$ cat config.mk
export PLATFORM = sky130hd
export DESIGN_NAME = sdcr_top
export DESIGN_NICKNAME = d
export VERILOG_FILES = /design/src/verilog/sdcr_pkg.sv /design/src/verilog/sdcr_clkdiv.sv /design/src/verilog/sdcr_top.sv
export SDC_FILE = /design/constraint.sdc
export NUM_CORES = 1
export LEC_CHECK = 0
export BUFFER_PORTS_ARGS = -buffer_cell sky130_fd_sc_hd__buf_2
export CAP_MARGIN = 30
export CELL_PAD_IN_SITES_DETAIL_PLACEMENT = 1
export CELL_PAD_IN_SITES_GLOBAL_PLACEMENT = 2
export CORE_MARGIN = 2
export CORE_UTILIZATION = 31
export CTS_CLUSTER_DIAMETER = 150
export CTS_CLUSTER_SIZE = 12
export DETAILED_ROUTE_END_ITERATION = 8
export PLACE_DENSITY_LB_ADDON = 0.1
export SETUP_SLACK_MARGIN = 0.3
export SYNTH_ARGS = -nofsm -noshare
export SYNTH_HDL_FRONTEND = slang
export SYNTH_SLANG_ARGS = --single-unit
$ cat constraint.sdc
create_clock -name CORE_CLK_IN -period 2.43 [get_ports CORE_CLK_IN]
set_input_delay 0.3645 -clock CORE_CLK_IN [delete_from_list [all_inputs] [get_ports CORE_CLK_IN]]
set_output_delay 0.3645 -clock CORE_CLK_IN [all_outputs]
set_load 0.01 [all_outputs]
$ cat src/verilog/sdcr_pkg.sv
// Package for the delta-sigma converter control block
`default_nettype none
package sdcr_pkg;
  localparam logic [3:0] ADDR_CONTROL    = 4'h0;
  localparam logic [3:0] ADDR_START      = 4'h1;
  localparam logic [3:0] ADDR_BANDGAP    = 4'h2;
  localparam logic [3:0] ADDR_IRQ_STATUS = 4'h3;
  localparam logic [3:0] ADDR_IRQ_MASK   = 4'h4;
  localparam logic [7:0] CONTROL_RESET   = 8'h00;
  localparam int MODE_BIT    = 7;
  localparam int OVS_LSB     = 4;
  localparam int REF_LSB     = 2;
  localparam int GAIN_LSB    = 0;
  localparam int START_BIT   = 7;
  localparam int BGR_RUN_BIT = 7;
  localparam logic [8:0] OVERSAMPLE_RATIO = 9'h140;
  localparam logic [1:0] REF_PORT = 2'h0;
  localparam logic [1:0] REF_EXT  = 2'h1;
  localparam logic [1:0] REF_INT  = 2'h3;
  localparam logic [2:0] OVS_MAX  = 3'h5;
endpackage : sdcr_pkg
`default_nettype wire

$ cat src/verilog/sdcr_clkdiv.sv
// Oversampling clock-enable divider, divide by 2^code for codes 0 to 5, by 32 for codes 6 and 7
`default_nettype none
module sdcr_clkdiv (
  input  wire logic       clk_in,
  input  wire logic       rst_n_in,
  input  wire logic       ce_in,
  input  wire logic [2:0] div_code_in,
  output logic            tick_out
);
  logic [4:0] cnt_r;
  logic [4:0] cnt_nxt;
  logic       tick_nxt;
  logic       tick_r;
  logic [4:0] limit;

  always_comb begin
    limit = 5'((6'h01 << div_code_in) - 6'h01);
    if (cnt_r >= limit) begin
      cnt_nxt  = 5'h00;
      tick_nxt = 1'b1;
    end else begin
      cnt_nxt  = cnt_r + 5'h01;
      tick_nxt = 1'b0;
    end
  end

  always_ff @(posedge clk_in or negedge rst_n_in) begin
    if (!rst_n_in) begin
      cnt_r  <= 5'h00;
      tick_r <= 1'b0;
    end else if (ce_in) begin
      cnt_r  <= cnt_nxt;
      tick_r <= tick_nxt;
    end
  end

  assign tick_out = tick_r;
endmodule : sdcr_clkdiv
`default_nettype wire

$ cat src/verilog/sdcr_top.sv
// Control register logic of the delta-sigma converter
`default_nettype none
module sdcr_top (
  input  wire logic       CORE_CLK_IN,
  input  wire logic       RST_N_IN,
  input  wire logic       CE_IN,
  input  wire logic [3:0] ADDR_IN,
  input  wire logic [7:0] WDATA_IN,
  input  wire logic       WR_IN,
  input  wire logic       RD_IN,
  input  wire logic       LOW_POWER_IN,
  output logic [7:0]      RDATA_OUT,
  output logic            IRQ_OUT,
  output logic            CONTINUOUS_OUT,
  output logic            CONVERTING_OUT,
  output logic            DONE_PULSE_OUT,
  output logic            OVS_TICK_OUT,
  output logic [2:0]      OVS_DIV_OUT,
  output logic            PIN_PORT_IN_OUT,
  output logic            PIN_REF_IN_OUT,
  output logic            PIN_REF_OUT_OUT,
  output logic            REFGEN_EXT_OUT,
  output logic            REFGEN_INT_OUT,
  output logic [1:0]      GAIN_OUT,
  output logic            BANDGAP_RUN_OUT
);
  typedef enum logic [2:0] {
    SDCR_IDLE = 3'b001,
    SDCR_CONV = 3'b010,
    SDCR_DONE = 3'b100
  } sdcr_state_t;

  logic [7:0]  control_r;
  logic [7:0]  control_nxt;
  logic        start_r;
  logic        start_nxt;
  logic        bgr_run_r;
  logic        bgr_run_nxt;
  logic        irq_stat_r;
  logic        irq_stat_nxt;
  logic        irq_mask_r;
  logic        irq_mask_nxt;
  logic [7:0]  rdata_r;
  logic [7:0]  rdata_nxt;
  logic        irq_r;
  logic        lp_s1_r;
  logic        lp_s2_r;
  sdcr_state_t state_r;
  sdcr_state_t state_nxt;
  logic [8:0]  samp_r;
  logic [8:0]  samp_nxt;
  logic        done_r;
  logic        done_nxt;
  logic        ovs_tick;
  logic [1:0]  ref_sel_nxt;
  logic        cont_mode;
  logic        irq_nxt;
  logic        lp_s1_nxt;
  logic        lp_s2_nxt;
  logic        pin_port_r;
  logic        pin_port_nxt;
  logic        pin_ref_in_r;
  logic        pin_ref_in_nxt;
  logic        pin_ref_out_r;
  logic        pin_ref_out_nxt;
  logic        refgen_ext_r;
  logic        refgen_ext_nxt;
  logic        refgen_int_r;
  logic        refgen_int_nxt;

  function automatic logic wr_hit(input logic [3:0] a);
    wr_hit = WR_IN && (ADDR_IN == a);
  endfunction

  // Pin function and reference source for one reference code:
  // port input, reference input, reference output, external source, internal source
  function automatic logic [4:0] ref_route(input logic [1:0] code);
    ref_route = {code == sdcr_pkg::REF_PORT, code == sdcr_pkg::REF_EXT, code[1],
                 code == sdcr_pkg::REF_EXT, code == sdcr_pkg::REF_INT};
  endfunction

  assign cont_mode = control_r[sdcr_pkg::MODE_BIT];

  // Oversampling enable from the divider field
  sdcr_clkdiv u_div (
    .clk_in      (CORE_CLK_IN),
    .rst_n_in    (RST_N_IN),
    .ce_in       (CE_IN),
    .div_code_in (control_r[sdcr_pkg::OVS_LSB +: 3]),
    .tick_out    (ovs_tick)
  );

  // Configuration registers
  always_comb begin
    control_nxt  = control_r;
    bgr_run_nxt  = bgr_run_r;
    irq_mask_nxt = irq_mask_r;
    if (wr_hit(sdcr_pkg::ADDR_CONTROL)) begin
      control_nxt = WDATA_IN;
    end
    if (lp_s2_r) begin
      control_nxt[sdcr_pkg::MODE_BIT] = 1'b0;
    end
    if (wr_hit(sdcr_pkg::ADDR_BANDGAP)) begin
      bgr_run_nxt = WDATA_IN[sdcr_pkg::BGR_RUN_BIT];
    end
    if (wr_hit(sdcr_pkg::ADDR_IRQ_MASK)) begin
      irq_mask_nxt = WDATA_IN[0];
    end
  end

  // Start bit and interrupt status
  always_comb begin
    start_nxt    = start_r;
    irq_stat_nxt = irq_stat_r;
    if (wr_hit(sdcr_pkg::ADDR_START) && WDATA_IN[sdcr_pkg::START_BIT]) begin
      start_nxt = 1'b1;
    end
    if (done_r && !cont_mode) begin
      start_nxt = 1'b0;
    end
    if (wr_hit(sdcr_pkg::ADDR_IRQ_STATUS) && WDATA_IN[0]) begin
      irq_stat_nxt = 1'b0;
    end
    if (done_r) begin
      irq_stat_nxt = 1'b1;
    end
    irq_nxt = irq_stat_nxt && irq_mask_nxt;
  end

  // Conversion sequencing
  always_comb begin
    state_nxt = state_r;
    samp_nxt  = samp_r;
    done_nxt  = 1'b0;
    unique case (state_r)
      SDCR_IDLE: begin
        samp_nxt = 9'h000;
        if ((cont_mode || start_r) && !lp_s2_r) begin
          state_nxt = SDCR_CONV;
        end
      end
      SDCR_CONV: begin
        if (lp_s2_r || (!cont_mode && !start_r)) begin
          state_nxt = SDCR_IDLE;
        end else if (ovs_tick) begin
          if (samp_r == sdcr_pkg::OVERSAMPLE_RATIO - 9'h001) begin
            state_nxt = SDCR_DONE;
            done_nxt  = 1'b1;
          end else begin
            samp_nxt = samp_r + 9'h001;
          end
        end
      end
      SDCR_DONE: begin
        samp_nxt  = 9'h000;
        state_nxt = (cont_mode && !lp_s2_r) ? SDCR_CONV : SDCR_IDLE;
      end
      default: begin
        state_nxt = SDCR_IDLE;
        samp_nxt  = 9'h000;
      end
    endcase
  end

  // Read data
  always_comb begin
    rdata_nxt = 8'h00;
    if (RD_IN) begin
      unique case (ADDR_IN)
        sdcr_pkg::ADDR_CONTROL:    rdata_nxt = control_r;
        sdcr_pkg::ADDR_START:      rdata_nxt = {start_r, state_r != SDCR_IDLE, 6'h00};
        sdcr_pkg::ADDR_BANDGAP:    rdata_nxt = {bgr_run_r, 7'h00};
        sdcr_pkg::ADDR_IRQ_STATUS: rdata_nxt = {7'h00, irq_stat_r};
        sdcr_pkg::ADDR_IRQ_MASK:   rdata_nxt = {7'h00, irq_mask_r};
        default:                   rdata_nxt = 8'h00;
      endcase
    end
  end

  // Decoded from the next control value, so internal routing and pin drive
  // switch together on the edge that takes the write
  always_comb begin
    ref_sel_nxt = control_nxt[sdcr_pkg::REF_LSB +: 2];
    {pin_port_nxt, pin_ref_in_nxt, pin_ref_out_nxt, refgen_ext_nxt, refgen_int_nxt} =
      ref_route(ref_sel_nxt);
  end

  // Low-power request crosses in through two flops;
  // only the second one is read by the sequencing logic
  always_comb begin
    lp_s1_nxt = LOW_POWER_IN;
    lp_s2_nxt = lp_s1_r;
  end

  // Configuration registers
  // Low power clears only the mode bit; the other fields are kept
  always_ff @(posedge CORE_CLK_IN or negedge RST_N_IN) begin
    if (!RST_N_IN) begin
      control_r  <= sdcr_pkg::CONTROL_RESET;
      bgr_run_r  <= 1'b0;
      irq_mask_r <= 1'b0;
    end else if (CE_IN) begin
      control_r  <= control_nxt;
      bgr_run_r  <= bgr_run_nxt;
      irq_mask_r <= irq_mask_nxt;
    end
  end

  // Start bit and interrupt status
  // The interrupt level follows status and mask without an extra cycle
  always_ff @(posedge CORE_CLK_IN or negedge RST_N_IN) begin
    if (!RST_N_IN) begin
      start_r    <= 1'b0;
      irq_stat_r <= 1'b0;
      irq_r      <= 1'b0;
    end else if (CE_IN) begin
      start_r    <= start_nxt;
      irq_stat_r <= irq_stat_nxt;
      irq_r      <= irq_nxt;
    end
  end

  // Conversion sequencer
  // A conversion spans the full oversampling ratio; done stands one cycle
  always_ff @(posedge CORE_CLK_IN or negedge RST_N_IN) begin
    if (!RST_N_IN) begin
      state_r <= SDCR_IDLE;
      samp_r  <= 9'h000;
      done_r  <= 1'b0;
    end else if (CE_IN) begin
      state_r <= state_nxt;
      samp_r  <= samp_nxt;
      done_r  <= done_nxt;
    end
  end

  // Read data stand for the cycle after the read strobe
  // and are zero otherwise
  always_ff @(posedge CORE_CLK_IN or negedge RST_N_IN) begin
    if (!RST_N_IN) begin
      rdata_r <= 8'h00;
    end else if (CE_IN) begin
      rdata_r <= rdata_nxt;
    end
  end

  // Low-power synchroniser
  always_ff @(posedge CORE_CLK_IN or negedge RST_N_IN) begin
    if (!RST_N_IN) begin
      lp_s1_r <= 1'b0;
      lp_s2_r <= 1'b0;
    end else if (CE_IN) begin
      lp_s1_r <= lp_s1_nxt;
      lp_s2_r <= lp_s2_nxt;
    end
  end

  // Pin function and reference routing
  // Reset value follows the reset control code
  always_ff @(posedge CORE_CLK_IN or negedge RST_N_IN) begin
    if (!RST_N_IN) begin
      {pin_port_r, pin_ref_in_r, pin_ref_out_r, refgen_ext_r, refgen_int_r} <=
        ref_route(sdcr_pkg::CONTROL_RESET[sdcr_pkg::REF_LSB +: 2]);
    end else if (CE_IN) begin
      pin_port_r    <= pin_port_nxt;
      pin_ref_in_r  <= pin_ref_in_nxt;
      pin_ref_out_r <= pin_ref_out_nxt;
      refgen_ext_r  <= refgen_ext_nxt;
      refgen_int_r  <= refgen_int_nxt;
    end
  end

  // Every output comes straight from a register bit
  assign RDATA_OUT       = rdata_r;
  assign IRQ_OUT         = irq_r;
  assign CONTINUOUS_OUT  = cont_mode;
  assign CONVERTING_OUT  = state_r[1];
  assign DONE_PULSE_OUT  = done_r;
  assign OVS_TICK_OUT    = ovs_tick;
  assign OVS_DIV_OUT     = control_r[sdcr_pkg::OVS_LSB +: 3];
  assign PIN_PORT_IN_OUT = pin_port_r;
  assign PIN_REF_IN_OUT  = pin_ref_in_r;
  assign PIN_REF_OUT_OUT = pin_ref_out_r;
  assign REFGEN_EXT_OUT  = refgen_ext_r;
  assign REFGEN_INT_OUT  = refgen_int_r;
  assign GAIN_OUT        = control_r[sdcr_pkg::GAIN_LSB +: 2];
  assign BANDGAP_RUN_OUT = bgr_run_r;
endmodule : sdcr_top
`default_nettype wire

; ---- After elaboration in Yosys (flattened, before gate mapping)
; Cells that the tools add are included.
[totals]
output_inout_bits = 24
elab_cells = 94
ff_bits = 46
in_bits = 18
[classes]
mux = 25
n_eq_ne = 17
n_reduce_logical = 27
magnitude_cmp = 1
n_addsub = 3
n_shift = 1
[ops]
columns = cell, n
row1 = $pmux W8 S5, 1
row2 = $mux W9, 4
row3 = $mux W8, 2
row4 = $logic_and A1 B1 Y1, 12
row5 = $mux W3, 4
row6 = $mux W1, 11
row7 = $add A9 B1 Y9 const B, 1
row8 = $eq A9 B9 Y1 const B, 1
row9 = $pmux W3 S3, 1
row10 = $eq A4 B2 Y1 const B, 2
row11 = $reduce_and A2 Y1, 4
row12 = $reduce_and A4 Y1, 2
row13 = $ne A2 B2 Y1 const B, 3
row14 = $add A5 B1 Y5 const B, 1
row15 = $ge A5 B5 Y1, 1
row16 = $mux W5, 1
row17 = $shl A1 B3 Y5 const A, 1
row18 = $sub A5 B1 Y5 const B, 1
row19 = $eq A4 B1 Y1 const B, 1
row20 = $eq A4 B3 Y1 const B, 1
row21 = $logic_not A4 Y1, 1
row22 = $reduce_bool A2 Y1, 2
row23 = $eq A3 B1 Y1 const B, 1
row24 = $eq A3 B2 Y1 const B, 1
row25 = 11 further kinds, 14

; ---- Longest topological paths before layout
[logic_depth]
depth_word = 6
mapped_depth = 11
ltp_nobuf = 11

; ---- By module
; Synthesis repeated with hierarchy kept, for this count alone.
[hier_totals]
cells_unflattened = 229
hier_area_um2 = 2392.3
[modules_own_cells]
columns = module, cells_each, instances, area_each_um2
row1 = sdcr_top, 185, 1, 1963.1
row2 = sdcr_clkdiv, 44, 1, 429.2

; ---- Worst setup path after synthesis
; OpenSTA, ideal clock, no wires.
[synth_timing]
path_kind = register to register
startpoint = register control_r[4]
endpoint = register u_div.cnt_r[3]
arrival_ps = 2316
setup_slack_ps = 50
stages_incl_launch_ff = 8
synth_period_minus_slack_ps = 2380
cell_sequence = dfrtp_1 or3_1 ha_1 ha_1 a2111oi_0 o211ai_1 nor3_1 a211o_1
[synth_via]
elab_chain_len = 4
[synth_rtl]
columns = item, line_no
row1 = from (decl), sdcr_top.sv:33  ; logic [7:0] control_r;
row2 = from (signal assigned), sdcr_top.sv:200  ; control_r <= sdcr_pkg::CONTROL_RESET;
row3 = from (signal assigned), sdcr_top.sv:204  ; control_r <= control_nxt;
row4 = $shl A1 B3 Y5, sdcr_clkdiv.sv:17  ; limit = 5'((6'h01 << div_code_in) - 6'h01);
row5 = $sub A5 B1 Y5, sdcr_clkdiv.sv:17
row6 = $ge A5 B5 Y1, sdcr_clkdiv.sv:18  ; if (cnt_r >= limit) begin
row7 = $mux W5, sdcr_clkdiv.sv:18
row8 = to (signal assigned), sdcr_clkdiv.sv:32  ; cnt_r <= cnt_nxt;
row9 = to (decl), sdcr_clkdiv.sv:10  ; logic [4:0] cnt_r;
; Every way passes these cells.
; A chain may end at the register's enable or synchronous reset.

; ---- Worst setup path after layout
; Ends and elaborated chain as after synthesis.

==> key figures <==
Floorplanning
  – Initial Utilization: roughly a third
  – Die Span X: 91.9 um
  – # IOs: 42
  – Die area: 0.00845 mm^2
  – Core area: between 0.007 and 0.008 mm^2
  – Row cnt: 32
  – DIE HEIGHT: 91.9 um

Route
  – DRT iter0 DRCs: 74
  – WL/cell: 15.9 um
  – Routed Antenna Nets: 0
  – Routed WL: 6.45 mm
  – Routed vias: 2061
  – Final routed DRC violation total: 0
  – Mean number of vias per cell: 5.08
  – Pre-antenna DRT Iters: 4

Yosys
  – Ys Warns: 0
  – Cells after synthesis: around 250
  – Synth Area per Inst: 9.55 um^2
  – Synth top area cells: dfrtp_1, nand2_1, ha_1, o21ai_0, nand3_1
  – Post-synth ARST share: 100%
  – Area share of the largest cell type after synthesis: 44.9%
  – Post-synth top area cell: dfrtp_1
  – Sequential share of the synthesized area: 47.1%
  – Synth Flop Type: dfrtp_1
  – Synth Net Count: 277
  – Number of synthesized flops with an enable pin: 0
  – Mapped cell area: 0.00240 mm^2
  – #FFs+latches synth: 45
  – Post-synthesis cell type count: 55

Finish
  – Antenna cells: 0
  – Area delta synth->final: 24.6%
  – Sequential cell area: 0.00113 mm^2
  – Multi-input logic area: 0.00121 mm^2
  – Fillers: 885
  – Fraction of layout cells with a size suffix above 1: ~29%
  – Nets: about 330

Global route
  – Initial antenna violation count: 0
  – Pin count of the biggest net entering global routing: 30
  – First-pass GRT wire length: 11.0 mm
  – Grt ovf: 0
  – Global Route Usage Sum: between 15 and 20%
  – Number of global-route vias before repair: 2090

STA
  – Relative slew slack: between 70% and 80%
  – Final Max Slew Viols: 0
  – Worst Tran Pin Value: 0.404 ns
  – Period utilization: about 100%
  – Tmin final: between 2 and 2.5 ns
  – Final Hold Fails: 0
  – Fmax: between 400 and 500 MHz
  – RSZ-0062 raised after global routing: true
  – Setup violations, final: 0
  – Worst Skew: 0.00453 ns
  – Setup_tns: 0 ns

Setup path
  – Crit path kind: register to register
  – Buffer and inverter count on the worst path: 0
  – Critical-path top delay cell: or3_4
  – Crit-path max FO: 4
  – CP endpoint kind: register
  – CP startpoint kind: register
  – Family with the most delay on the worst path: compound AO/OA/AOI/OAI gates
  – CP max stage delay: 0.41 ns
  – CP Data Arrival Time: roughly 2.6 ns
  – CP Data Required Time: 2.63 ns
  – Critical path cell sequence: or3_4 -> ha_4 -> nor3_2 -> a21o_1 -> a21oi_2 -> ha_1 -> o21ai_2 -> o211ai_1 -> nor3_1 -> a211o_1
  – R2R Path Start: control_r[4]
  – Critical Path Start: control_r[4]

Placed design
  – DP HPWL: ~4.6 mm
  – IO Port Bufs: 41
  – GPL Wtd Cong: 0.742

Clock network
  – # H-tree levels: 2
  – CTS tree: built
  – Max clock buf depth: 2
  – Clock transition at path regs: 0.09 ns
  – Clock sink count: 45
  – Inserted Clock Buffers: 5
  – Root buffer cell: clkbuf_8
  – Worst-skew pair later-pin latency: 0.30 ns

Pwr
  – Pwr Density: 787 mW/mm^2
  – Leak: 1.41 nW
  – Worst VDD drop: 0.371 mV
  – Tot Pwr: 0.00235 W

Hold path
  – Hold_sp: WDATA_IN[1]
  – Worst hold path type: primary input to register

Flow run
  – Max Cap Violations: 0

Run status
  – Status: complete, no violations
## report_power, final
| part | internal, W | switching, W |
|---|---|---|
| clock network | 0.000335 | 0.000271 |
| registers | 0.000863 | 0.000111 |
| logic | 0.000377 | 0.000395 |
| total | 0.00157 | 0.000777 |
## what timing repair did
action	CTS	global route
hold buffers	1	0
pin swaps	3	3
endpoints found under the hold margin	1	0
buffers inserted	2	3
gates resized for setup	9	3
setup endpoints to repair	6	8
cloned	0	0
## layout by cell type, fill, tap and decap left out, drive strengths merged, types with 4 or more instances in the layout
master  netlist  final
clkbuf        6      6
buf           7     57
dfrtp        43     43
ha            8      8
nor3          9      9
a21oi         7      7
nand4         4      4
and3          7      7
inv          17     17
mux2          5      5
a22o          6      6
nand3        14     14
nand2        28     28
nor2         15     15
o21ai        20     20
## logic make-up (layout without fill, tap and decap cells)
| kind of cell | after synthesis | after routing | synth area share [%] |
|---|---|---|---|
| simple gates | 94 | 94 | 20.1 |
| compound gates | 63 | 63 | 18.3 |
| flops | 45 | 45 | 47.1 |
| buf+inv | 30 | 83 | 5.64 |
| fa+ha+maj | 8 | 8 | 4.18 |
| mux | 8 | 8 | 3.60 |
| xor+xnor | 3 | 3 | 1.10 |
## cells in the mapped netlist, types with 3 or more instances
library cell	instances
a21oi_1	7
nor3_1	9
buf_4	6
nor2_1	15
clkbuf_1	6
inv_1	17
o21ai_0	17
nand3_1	13
nand2_1	28
a22o_1	6
mux2_2	5
nand4_1	4
nand2b_1	3
o21ai_1	3
o2bb2ai_1	3
a211o_1	3
o31ai_1	3
dfrtp_1	43
mux2i_1	3
and3_1	6
ha_1	8
## final cells by class
cell class              instances  share of cell area, %
clock buffers                   6                   2.76
clock inverters                 2                   1.26
multi-input cells             176                   40.6
repair buffers                 58                   11.2
inverters                      17                   2.14
well taps                     102                   4.27
flip-flops and latches         45                   37.8
## path summary, 6_finish.rpt
check                                  end  slack (ns)  cells past startpoint
max                         u_div.cnt_r[3]        0.07                     10
min                           control_r[1]        0.25                      3
max reg2reg                 u_div.cnt_r[3]        0.07                     10
min reg2reg                        IRQ_OUT        0.48                      1
max in group asynchronous  PIN_PORT_IN_OUT        1.45                      3
min in group asynchronous       state_r[0]        0.55                      2
## stage by stage
step / instances / cell area [um^2] / setup slack, ns / hold slack [ns] / util, %
floorplan: 251 / 2410 / 0.141 / 0.0689 / -
global placement: 392 / 2760 / 0.0595 / 0.320 / 36.3
detailed placement: 392 / 2760 / 0.0212 / 0.326 / 36.3
CTS: 403 / 2960 / 0.129 / 0.237 / 38.9
global route: 406 / 2990 / -0.0487 / 0.234 / 39.3
finish: 406 / 2990 / 0.0684 / 0.247 / 39.3
## worst min-delay path, stage by stage
cell and delay (ns):
buf_2 0.07, nand2_1 0.04, nand2_1 0.04
## layer usage
layer / track usage [%] / part of all wire (%) / routed length, um / vias up
li1: - / - / - / 1007
met1: 23.4 / 50 / 3240 / 1021
met2: 26.0 / 46 / 2960 / 27
met3: 3.29 / 2.8 / 180 / 6
met4: 4.10 / 1.1 / 71 / 0
met5: 0 / 0 / 0 / -
## registers in the layout, summed over array words and instances, names as in the netlist, 3 cells and up
register / flops
RDATA_OUT: 8
control_r: 8
u_div.cnt_r: 5
state_r: 3
samp_r: 9
Power figures use the tool's default switching activity.
